### config.mk
export PLATFORM = sky130hd
export DESIGN_NAME = global_config_status_bank
export DESIGN_NICKNAME = d
export VERILOG_FILES = /design/src/design/gcs_pkg.sv /design/src/design/pin_filter.sv /design/src/design/global_config_status_bank.sv
export SDC_FILE = /design/constraint.sdc
export NUM_CORES = 1
export LEC_CHECK = 0
export BUFFER_PORTS_ARGS = -buffer_cell sky130_fd_sc_hd__buf_2
export CORE_MARGIN = 2
export CORE_UTILIZATION = 53
export CTS_CLUSTER_DIAMETER = 100
export CTS_CLUSTER_SIZE = 30
export DETAILED_ROUTE_END_ITERATION = 8
export GPL_TIMING_DRIVEN = 0
export PLACE_DENSITY = 0.77
export SETUP_SLACK_MARGIN = 0.3
export SLEW_MARGIN = 20
export SYNTH_ARGS = -nofsm -noshare
export SYNTH_HDL_FRONTEND = slang
export SYNTH_SLANG_ARGS = --single-unit
### constraint.sdc
create_clock -name mclk -period 4.75 [get_ports mclk]
set_input_delay 0.7125 -clock mclk [delete_from_list [all_inputs] [get_ports mclk]]
set_output_delay 0.7125 -clock mclk [all_outputs]
set_load 0.01 [all_outputs]
### src/design/gcs_pkg.sv
package gcs_pkg;
	// register addresses of the serial host interface
	localparam int ADDR_W = 7;
	localparam logic [6:0] ADDR_GCONF = 7'h00;
	localparam logic [6:0] ADDR_GLOBAL_STATUS_FLAGS = 7'h01;
	localparam logic [6:0] ADDR_WCNT = 7'h02;
	localparam logic [6:0] ADDR_TARGET = 7'h2D;

	// upper configuration bit positions
	localparam int POS_FAULT_PP = 12;
	localparam int POS_POS_PP = 13;
	localparam int POS_SMALL_HYST = 14;
	localparam int POS_STOP_EN = 15;
	localparam int POS_DIRECT = 16;
	localparam int POS_PROBE = 17;
	localparam int CFG_LSB = POS_FAULT_PP;
	localparam int CFG_W = POS_PROBE - POS_FAULT_PP + 1;
	localparam logic [5:0] CFG_RESET = 6'h00;

	// status flag positions and reset value
	localparam int FLAG_W = 3;
	localparam int POS_RESET_FLAG = 0;
	localparam int POS_DRV_ERR = 1;
	localparam int POS_PUMP_UV = 2;
	localparam logic [2:0] FLAGS_RESET = 3'h1;

	// write counter
	localparam int WCNT_W = 8;
	localparam logic [7:0] WCNT_RESET = 8'h00;

	// direct coil current fields inside the target position register
	localparam int COIL_W = 9;
	localparam int COIL_A_LSB = 0;
	localparam int COIL_B_LSB = 16;
	localparam logic [8:0] COIL_RESET = 9'h000;

	// standstill current field and scaling
	localparam int HOLD_W = 5;
	localparam int HOLD_SHIFT = 5;
	localparam int PROBE_SEL_W = 2;

	// hysteresis of step frequency comparison: 1/16 or 1/32
	localparam int HYST_SHIFT_WIDE = 4;
	localparam int HYST_SHIFT_NARROW = 5;
	localparam int PERIOD_W = 16;

	// pin filter
	localparam int PIN_COUNT = 4;
	localparam logic [3:0] PIN_RESET = 4'h0;
endpackage

### src/design/pin_filter.sv
`timescale 1ns/1ps
`default_nettype none
module pin_filter #(
	parameter int WIDTH = gcs_pkg::PIN_COUNT
) (
	// clock and reset
	input wire logic mclk,
	input wire logic resetn,
	input wire logic ce,
	// pins in, filtered levels out
	input wire logic [WIDTH-1:0] pin_in,
	output logic [WIDTH-1:0] level
);
	import gcs_pkg::*;

	typedef struct packed {
		logic [WIDTH-1:0] s1;
		logic [WIDTH-1:0] s2;
		logic [WIDTH-1:0] s3;
		logic [WIDTH-1:0] lvl;
	} filt_t;

	filt_t st_r;
	filt_t st_nxt;

	always_comb begin
		st_nxt = st_r;
		st_nxt.s1 = pin_in;
		st_nxt.s2 = st_r.s1;
		st_nxt.s3 = st_r.s2;
		// accept a level only when the last two stages agree
		for (int i = 0; i < WIDTH; i++) begin
			if (st_r.s2[i] == st_r.s3[i]) begin
				st_nxt.lvl[i] = st_r.s3[i];
			end
		end
	end

	always_ff @(posedge mclk or negedge resetn) begin
		if (!resetn) begin
			st_r <= '0;
		end else if (ce) begin
			st_r <= st_nxt;
		end
	end

	assign level = st_r.lvl;
endmodule
`default_nettype wire

### src/design/global_config_status_bank.sv
`timescale 1ns/1ps
`default_nettype none
module global_config_status_bank (
	// clock, reset, enable
	input wire logic mclk,
	input wire logic resetn,
	input wire logic ce,
	// register access from the serial host interface
	input wire logic host_is_uart,
	input wire logic reg_wr,
	input wire logic reg_rd,
	input wire logic [gcs_pkg::ADDR_W-1:0] reg_addr,
	input wire logic [31:0] reg_wdata,
	output logic [31:0] reg_rdata,
	output logic reg_rvalid,
	// protection inputs, asynchronous levels
	input wire logic over_temp_in,
	input wire logic short_in,
	input wire logic pump_uv_in,
	// encoder-A / step input pin
	input wire logic encoder_a_step_in_pin,
	// diagnostic sources, same clock
	input wire logic fault_event,
	input wire logic position_event,
	// diagnostic pins
	input wire logic diagnostic_pin_zero_i,
	output logic diagnostic_pin_zero_o,
	output logic diagnostic_pin_zero_oe,
	input wire logic diagnostic_pin_one_i,
	output logic diagnostic_pin_one_o,
	output logic diagnostic_pin_one_oe,
	// current settings and sequencer currents
	input wire logic [gcs_pkg::HOLD_W-1:0] standstill_current_field,
	input wire logic signed [gcs_pkg::COIL_W-1:0] seq_coil_a,
	input wire logic signed [gcs_pkg::COIL_W-1:0] seq_coil_b,
	output logic signed [gcs_pkg::COIL_W-1:0] coil_a_cmd,
	output logic signed [gcs_pkg::COIL_W-1:0] coil_b_cmd,
	// chopper regulation control
	input wire logic low_velocity,
	output logic velocity_regulation_en,
	output logic auto_regulation_en,
	// step frequency comparison
	input wire logic [gcs_pkg::PERIOD_W-1:0] step_period_meas,
	input wire logic [gcs_pkg::PERIOD_W-1:0] step_period_ref,
	output logic step_freq_match,
	// sequencer and driver control
	output logic sequencer_halt,
	output logic driver_enable,
	// analog probe on encoder-N pin
	output logic encoder_n_pin_probe_en,
	output logic [gcs_pkg::PROBE_SEL_W-1:0] encoder_n_pin_probe_sel
);
	import gcs_pkg::*;

	typedef struct packed {
		logic [CFG_W-1:0] cfg;
		logic [FLAG_W-1:0] flags;
		logic [WCNT_W-1:0] wcnt;
		logic [COIL_W-1:0] tgt_a;
		logic [COIL_W-1:0] tgt_b;
		logic [31:0] rdata;
		logic rvalid;
		logic [COIL_W-1:0] cur_a;
		logic [COIL_W-1:0] cur_b;
		logic freq_match;
		logic halt;
		logic drv_en;
		logic d0_o;
		logic d0_oe;
		logic d1_o;
		logic d1_oe;
	} bank_t;

	bank_t st_r;
	bank_t st_nxt;
	logic [PIN_COUNT-1:0] pins;
	logic enc_a_f;
	logic over_temp_f;
	logic short_f;
	logic pump_uv_f;
	logic fault_pp;
	logic pos_pp;
	logic small_hyst;
	logic stop_en;
	logic direct;
	logic probe;
	logic wr_cfg;
	logic wr_flags;
	logic wr_tgt;

	pin_filter #(
		.WIDTH(PIN_COUNT)
	) u_pins (
		.mclk(mclk),
		.resetn(resetn),
		.ce(ce),
		.pin_in({pump_uv_in, short_in, over_temp_in, encoder_a_step_in_pin}),
		.level(pins)
	);

	assign enc_a_f = pins[0];
	assign over_temp_f = pins[1];
	assign short_f = pins[2];
	assign pump_uv_f = pins[3];

	assign fault_pp = st_r.cfg[POS_FAULT_PP-CFG_LSB];
	assign pos_pp = st_r.cfg[POS_POS_PP-CFG_LSB];
	assign small_hyst = st_r.cfg[POS_SMALL_HYST-CFG_LSB];
	assign stop_en = st_r.cfg[POS_STOP_EN-CFG_LSB];
	assign direct = st_r.cfg[POS_DIRECT-CFG_LSB];
	assign probe = st_r.cfg[POS_PROBE-CFG_LSB];

	assign wr_cfg = reg_wr && reg_addr == ADDR_GCONF;
	assign wr_flags = reg_wr && reg_addr == ADDR_GLOBAL_STATUS_FLAGS;
	assign wr_tgt = reg_wr && reg_addr == ADDR_TARGET;

	// signed coil current times (hold+1)/32
	function automatic logic [COIL_W-1:0] scale_coil(
		input logic [COIL_W-1:0] coil,
		input logic [HOLD_W-1:0] hold
	);
		logic signed [15:0] prod;
		prod = 16'($signed(coil) * $signed({1'b0, hold} + 7'sh01));
		return prod[HOLD_SHIFT+COIL_W-1:HOLD_SHIFT];
	endfunction

	// difference within ref/2^shift
	function automatic logic within_hyst(
		input logic [PERIOD_W-1:0] meas,
		input logic [PERIOD_W-1:0] ref_p,
		input logic narrow
	);
		logic [PERIOD_W-1:0] diff;
		logic [PERIOD_W-1:0] band;
		diff = (meas > ref_p) ? PERIOD_W'(meas - ref_p) : PERIOD_W'(ref_p - meas);
		band = narrow ? (ref_p >> HYST_SHIFT_NARROW) : (ref_p >> HYST_SHIFT_WIDE);
		return diff <= band;
	endfunction

	// one diagnostic pin: open-drain active low or push-pull active high
	function automatic logic [1:0] pin_drive(
		input logic push_pull,
		input logic active
	);
		if (push_pull) begin
			return {active, 1'b1};
		end
		return {1'b0, active};
	endfunction

	always_comb begin
		st_nxt = st_r;
		st_nxt.rvalid = 1'b0;

		// configuration and target fields
		if (wr_cfg) begin
			st_nxt.cfg = reg_wdata[POS_PROBE:CFG_LSB];
		end
		if (wr_tgt) begin
			st_nxt.tgt_a = reg_wdata[COIL_A_LSB+COIL_W-1:COIL_A_LSB];
			st_nxt.tgt_b = reg_wdata[COIL_B_LSB+COIL_W-1:COIL_B_LSB];
		end

		// flags: write one clears, zero keeps, a new event wins
		if (wr_flags && reg_wdata[POS_RESET_FLAG]) begin
			st_nxt.flags[POS_RESET_FLAG] = 1'b0;
		end
		if (wr_flags && reg_wdata[POS_DRV_ERR] && !over_temp_f) begin
			st_nxt.flags[POS_DRV_ERR] = 1'b0;
		end
		if (wr_flags && reg_wdata[POS_PUMP_UV]) begin
			st_nxt.flags[POS_PUMP_UV] = 1'b0;
		end
		if (over_temp_f || short_f) begin
			st_nxt.flags[POS_DRV_ERR] = 1'b1;
		end
		if (pump_uv_f) begin
			st_nxt.flags[POS_PUMP_UV] = 1'b1;
		end

		// writes to any address, mapped or not, counted only under the single-wire host
		if (reg_wr && host_is_uart) begin
			st_nxt.wcnt = WCNT_W'(st_r.wcnt + 8'h01);
		end

		// read port; reads change no state
		if (reg_rd) begin
			st_nxt.rvalid = 1'b1;
			st_nxt.rdata = 32'h0000_0000;
			unique case (reg_addr)
				ADDR_GCONF: st_nxt.rdata[POS_PROBE:CFG_LSB] = st_r.cfg;
				ADDR_GLOBAL_STATUS_FLAGS: st_nxt.rdata[FLAG_W-1:0] = st_r.flags;
				ADDR_WCNT: st_nxt.rdata[WCNT_W-1:0] = st_r.wcnt;
				ADDR_TARGET: begin
					st_nxt.rdata[COIL_A_LSB+COIL_W-1:COIL_A_LSB] = st_r.tgt_a;
					st_nxt.rdata[COIL_B_LSB+COIL_W-1:COIL_B_LSB] = st_r.tgt_b;
				end
				default: st_nxt.rdata = 32'h0000_0000;
			endcase
		end

		// coil currents
		if (direct) begin
			st_nxt.cur_a = scale_coil(st_r.tgt_a, standstill_current_field);
			st_nxt.cur_b = scale_coil(st_r.tgt_b, standstill_current_field);
		end else begin
			st_nxt.cur_a = seq_coil_a;
			st_nxt.cur_b = seq_coil_b;
		end

		st_nxt.freq_match = within_hyst(step_period_meas, step_period_ref, small_hyst);
		st_nxt.halt = stop_en && enc_a_f;
		// shutdown held while the driver error flag stands or pump is low
		st_nxt.drv_en = !pump_uv_f && !st_r.flags[POS_DRV_ERR];
		{st_nxt.d0_o, st_nxt.d0_oe} = pin_drive(fault_pp, fault_event);
		{st_nxt.d1_o, st_nxt.d1_oe} = pin_drive(pos_pp, position_event);
	end

	always_ff @(posedge mclk or negedge resetn) begin
		if (!resetn) begin
			st_r <= '0;
			st_r.cfg <= CFG_RESET;
			st_r.flags <= FLAGS_RESET;
			st_r.wcnt <= WCNT_RESET;
			st_r.tgt_a <= COIL_RESET;
			st_r.tgt_b <= COIL_RESET;
		end else if (ce) begin
			st_r <= st_nxt;
		end
	end

	assign reg_rdata = st_r.rdata;
	assign reg_rvalid = st_r.rvalid;
	assign coil_a_cmd = st_r.cur_a;
	assign coil_b_cmd = st_r.cur_b;
	assign step_freq_match = st_r.freq_match;
	assign sequencer_halt = st_r.halt;
	assign driver_enable = st_r.drv_en;
	assign diagnostic_pin_zero_o = st_r.d0_o;
	assign diagnostic_pin_zero_oe = st_r.d0_oe;
	assign diagnostic_pin_one_o = st_r.d1_o;
	assign diagnostic_pin_one_oe = st_r.d1_oe;
	assign velocity_regulation_en = !direct;
	assign auto_regulation_en = !direct || low_velocity;
	assign encoder_n_pin_probe_en = probe;
	assign encoder_n_pin_probe_sel = standstill_current_field[PROBE_SEL_W-1:0];

	logic unused_pins;
	assign unused_pins = diagnostic_pin_zero_i ^ diagnostic_pin_one_i;
endmodule
`default_nettype wire

==> Flow_metrics.wiki <==
{| class="wikitable"
! Metric !! Value
|-
| CP Data Required Time || 4970 ps
|-
| Number of cell rows || 50
|-
| Vias in the first global route || 8571
|-
| Total power after layout || 2615 uW
|-
| CP Capture Type || flip-flop
|-
| Avg Inst Size Synth || 9.171 um2
|-
| Family with the most delay on the worst path || adder cells
|-
| Netlist area before placement || 10110 um2
|-
| Unique masters post-synth || 64
|-
| Area share of the largest cell type after synthesis || 0.2427
|-
| Xor/xnor cell area share of the yosys netlist || 0.03900
|-
| Number of levels the H-tree was split into || 3
|-
| Largest voltage drop on the vdd net || 0.2127 mV
|-
| Clock insertion delay at the later pin of the skew report || 330 ps
|-
| Number of detailed-route iterations in the first pass || 5
|-
| Worst Path Arrival || 5190 ps
|-
| Commonest non-fill, non-tap cells in the layout || sky130_fd_sc_hd__buf_2, sky130_fd_sc_hd__inv_1, sky130_fd_sc_hd__dfrtp_1
|-
| Status || complete, but fails checks
|-
| Share of the core filled with cells in the final layout || 0.6689
|-
| Skew final || 3.926 ps
|-
| Violated checks || setup timing
|-
| Area contributors post-synth || sky130_fd_sc_hd__dfrtp_1, sky130_fd_sc_hd__fa_1, sky130_fd_sc_hd__ha_1
|-
| Hold violation count in the final report || 0
|-
| Diodes inserted || 0
|-
| Compound-cell area share of the yosys netlist || 0.1072
|-
| DRC viols || 0
|-
| Simple-Gate Fraction of Synth Area || 0.1642
|-
| Remaining number of nets flagged by the antenna check after routing || 0
|-
| Flip-flop cell with the highest count after synthesis || sky130_fd_sc_hd__dfrtp_1
|-
| Number of sinks handled by clock tree synthesis || 99
|-
| Synthesized instance count || 1102
|-
| Die outline width || 142.1 um
|-
| Effective utilization at floorplan || 0.5403
|-
| Cell breakdown of the critical path || buf_8 -> buf_6 -> nand3_4 -> xnor2_4 -> buf_8 -> nand2_4 -> fa_1 -> fa_1 -> inv_2 -> fa_1 -> inv_1 -> fa_1 -> inv_2 -> ha_4 -> or3_4 -> o21ai_4 -> nor3_4 -> nor3_4 -> o21bai_2 -> mux2i_2 -> a311o_1
|-
| Type of element launching the critical path || input pin
|-
| Estimated wirelength of the detail-placed design || 19.39 mm
|-
| Delay of the slowest cell on the worst path || 510 ps
|-
| Worst Max-Slew Pin Slew || 1015 ps
|-
| Ys async rst share || 1.000
|-
| Clock transition at the register clock pins on the worst setup and hold paths after CTS || 60 ps
|-
| Slowest stage cell on the critical path || sky130_fd_sc_hd__fa_1
|-
| Wire length of the first global-routing pass || 41.12 mm
|-
| Core box area || 18710 um2
|-
| FF+latch count, synth || 99
|-
| Remaining max-slew budget at the tightest pin || 0.3217
|-
| TritonCTS buffer count || 9
|-
| Cell occurring most often along the worst timing path || sky130_fd_sc_hd__fa_1
|-
| Combined global-route utilization of all metal layers || 0.2540
|-
| Total number of vias || 8491
|-
| Share of final-layout standard cells stronger than drive strength 1 || 0.3083
|-
| I/O pin count || 172
|-
| Class of the most critical hold timing path || in -> async
|-
| Min Tclk post-route || 4966 ps
|-
| Main combinational cell family by area after synthesis || adder cells
|-
| Portion of the clock cycle consumed by the worst path in the final layout || 1.045
|-
| Area share of fa/ha/maj cells after synthesis || 0.2523
|-
| Peak Freq || 201.4 MHz
|-
| Routed WL per cell || 16.86 um
|-
| Worst setup slack before clock tree synthesis || -1040 ps
|-
| Buffers plus inverters on the worst setup path || 6
|-
| Number of enable-type register cells in the synthesized netlist || 0
|-
| Static power due to leakage || 0.006251 uW
|-
| RSZ-0062 raised after global routing || true
|-
| Top fanout value on the critical path || 6
|-
| # setup viols final || 10
|-
| Via-per-instance ratio || 5.475
|-
| Final WL || 26.15 mm
|-
| Count of pins over their slew limit || 0
|-
| Post-synthesis cell type with the largest combined area || sky130_fd_sc_hd__dfrtp_1
|-
| Seq/Total Area, Yosys || 0.2453
|-
| Mux share of post-synthesis cell area || 0.08518
|-
| Die area || 20190 um2
|-
| GRT overflow || 0
|-
| Yosys synthesis warning count || 0
|-
| Root Driver || sky130_fd_sc_hd__clkbuf_16
|-
| Area growth from synthesis to final layout || 23.81%
|-
| Vertical die dimension || 142.1 um
|-
| Initial antenna violation count || 1
|-
| Max-Cap Viols || 0
|-
| Worst path setup slack after routing || -215.6 ps
|-
| Detailed router's first-iteration violation count || 487
|-
| Power per cell area || 209.0 nW/um2
|-
| Most frequent standard cell in the layout excluding fill and tap cells || sky130_fd_sc_hd__buf_2
|-
| Number of nets in the finished design || 1585
|-
| Path type of the worst setup path || in -> reg
|-
| CTS tree || built
|-
| Number of buffer cells added on primary ports || 149
|-
| Buffer depth of the longest clock path || 2
|-
| Largest net degree at the start of global routing || 83
|-
| Global placement routability congestion || 0.8675
|}
==> state kept, by name, summed over array words and instances, names as in the netlist, 4 cells and up <==
register       cells
u_pins.st_r        4
u_pins.level       4
coil_b_cmd         9
st_r              30
coil_a_cmd         9
u_pins.st_nxt      8
reg_rdata         22
==> cell families after synthesis <==
logic type	count (synthesis)
buffers and inverters	229
flip-flops	99
AO/OA/AOI/OAI	168
other	1
adder cells (fa/ha/maj)	163
XOR/XNOR	45
multiplexers	80
AND/OR/NAND/NOR	317
==> Yosys cell counts, types with 5 or more instances <==
master,number
sky130_fd_sc_hd__a21o_1,7
sky130_fd_sc_hd__dfrtp_1,98
sky130_fd_sc_hd__nor3_1,21
sky130_fd_sc_hd__nand3_1,23
sky130_fd_sc_hd__a21oi_1,44
sky130_fd_sc_hd__a22oi_1,8
sky130_fd_sc_hd__fa_1,68
sky130_fd_sc_hd__xor2_1,10
sky130_fd_sc_hd__nor2b_1,33
sky130_fd_sc_hd__and3_1,5
sky130_fd_sc_hd__inv_1,138
sky130_fd_sc_hd__mux2_2,40
sky130_fd_sc_hd__nand4_1,6
sky130_fd_sc_hd__mux2i_1,37
sky130_fd_sc_hd__o21bai_1,5
sky130_fd_sc_hd__buf_4,52
sky130_fd_sc_hd__nand2_1,88
sky130_fd_sc_hd__a211oi_1,11
sky130_fd_sc_hd__xnor2_1,35
sky130_fd_sc_hd__o21a_1,9
sky130_fd_sc_hd__nor2_1,44
sky130_fd_sc_hd__o21ai_0,43
sky130_fd_sc_hd__and2_1,56
sky130_fd_sc_hd__buf_1,5
sky130_fd_sc_hd__clkbuf_1,27
sky130_fd_sc_hd__o211ai_1,7
sky130_fd_sc_hd__buf_2,5
sky130_fd_sc_hd__nand2b_1,21
sky130_fd_sc_hd__ha_1,95
==> routing by layer <==
metal	GRT usage	wire [um]	vias to the layer above
li1	-	-	4012
met1	0.3267	11000	4162
met2	0.4358	13010	261
met3	0.04778	1397	56
met4	0.07789	738	0
met5	0	0	-
==> path summary, 6_finish.rpt <==
path | start | end | slack, ps | cells after the start
max | standstill_current_field[1] | coil_b_cmd[7] | -220 | 21
min | resetn | reg_rvalid | 200 | 1
max reg2reg | st_r[66] | coil_b_cmd[7] | 150 | 16
min reg2reg | reg_rdata[22] | reg_rdata[22] | 480 | 2
max in group asynchronous | resetn | st_r[84] | 3910 | 2
min in group mclk | reg_rdata[22] | reg_rdata[22] | 480 | 2
==> metrics by stage <==
stage | std cells | TNS [ps] | area (um2) | hold WS, ps
6_report | 1551 | -1382 | 12510 | 201.3
5_1_grt | 1551 | -3555 | 12510 | 204.0
4_1_cts | 1536 | -989.2 | 12130 | 198.0
3_5_place_dp | 1495 | -10720 | 11410 | 467.7
3_3_place_gp | 1494 | -9213 | 11370 | 464.2
2_1_floorplan | 1111 | -177.7 | 10330 | 416.9
==> layout make-up <==
type / instances / area (um2)
Multi-Input combinational cell: 783 / 7179
Fill cell: 1456 / 6193
Sequential cell: 99 / 2479
Timing Repair Buffer: 191 / 1169
Buffer: 91 / 600.6
Inverter: 138 / 520.5
Tap cell: 234 / 292.8
Clock buffer: 12 / 246.5
Clock inverter: 3 / 25.02
==> power by group <==
part | total [uW] | internal, uW | switching (uW)
combinational | 954 | 445 | 508
clock | 668 | 369 | 299
sequential | 994 | 915 | 78.5
total | 2620 | 1730 | 886
==> what timing repair did <==
item / 4_1_cts / 5_1_grt
resized for setup: 53 / 60
gates cloned: 0 / 0
pin swaps: 36 / 68
buffers inserted: 26 / 15
endpoints found under the hold margin: 0 / 0
hold buffers: 0 / 0
endpoints found under the setup margin: 17 / 17
No activity file was read; power rests on OpenSTA's default activity.
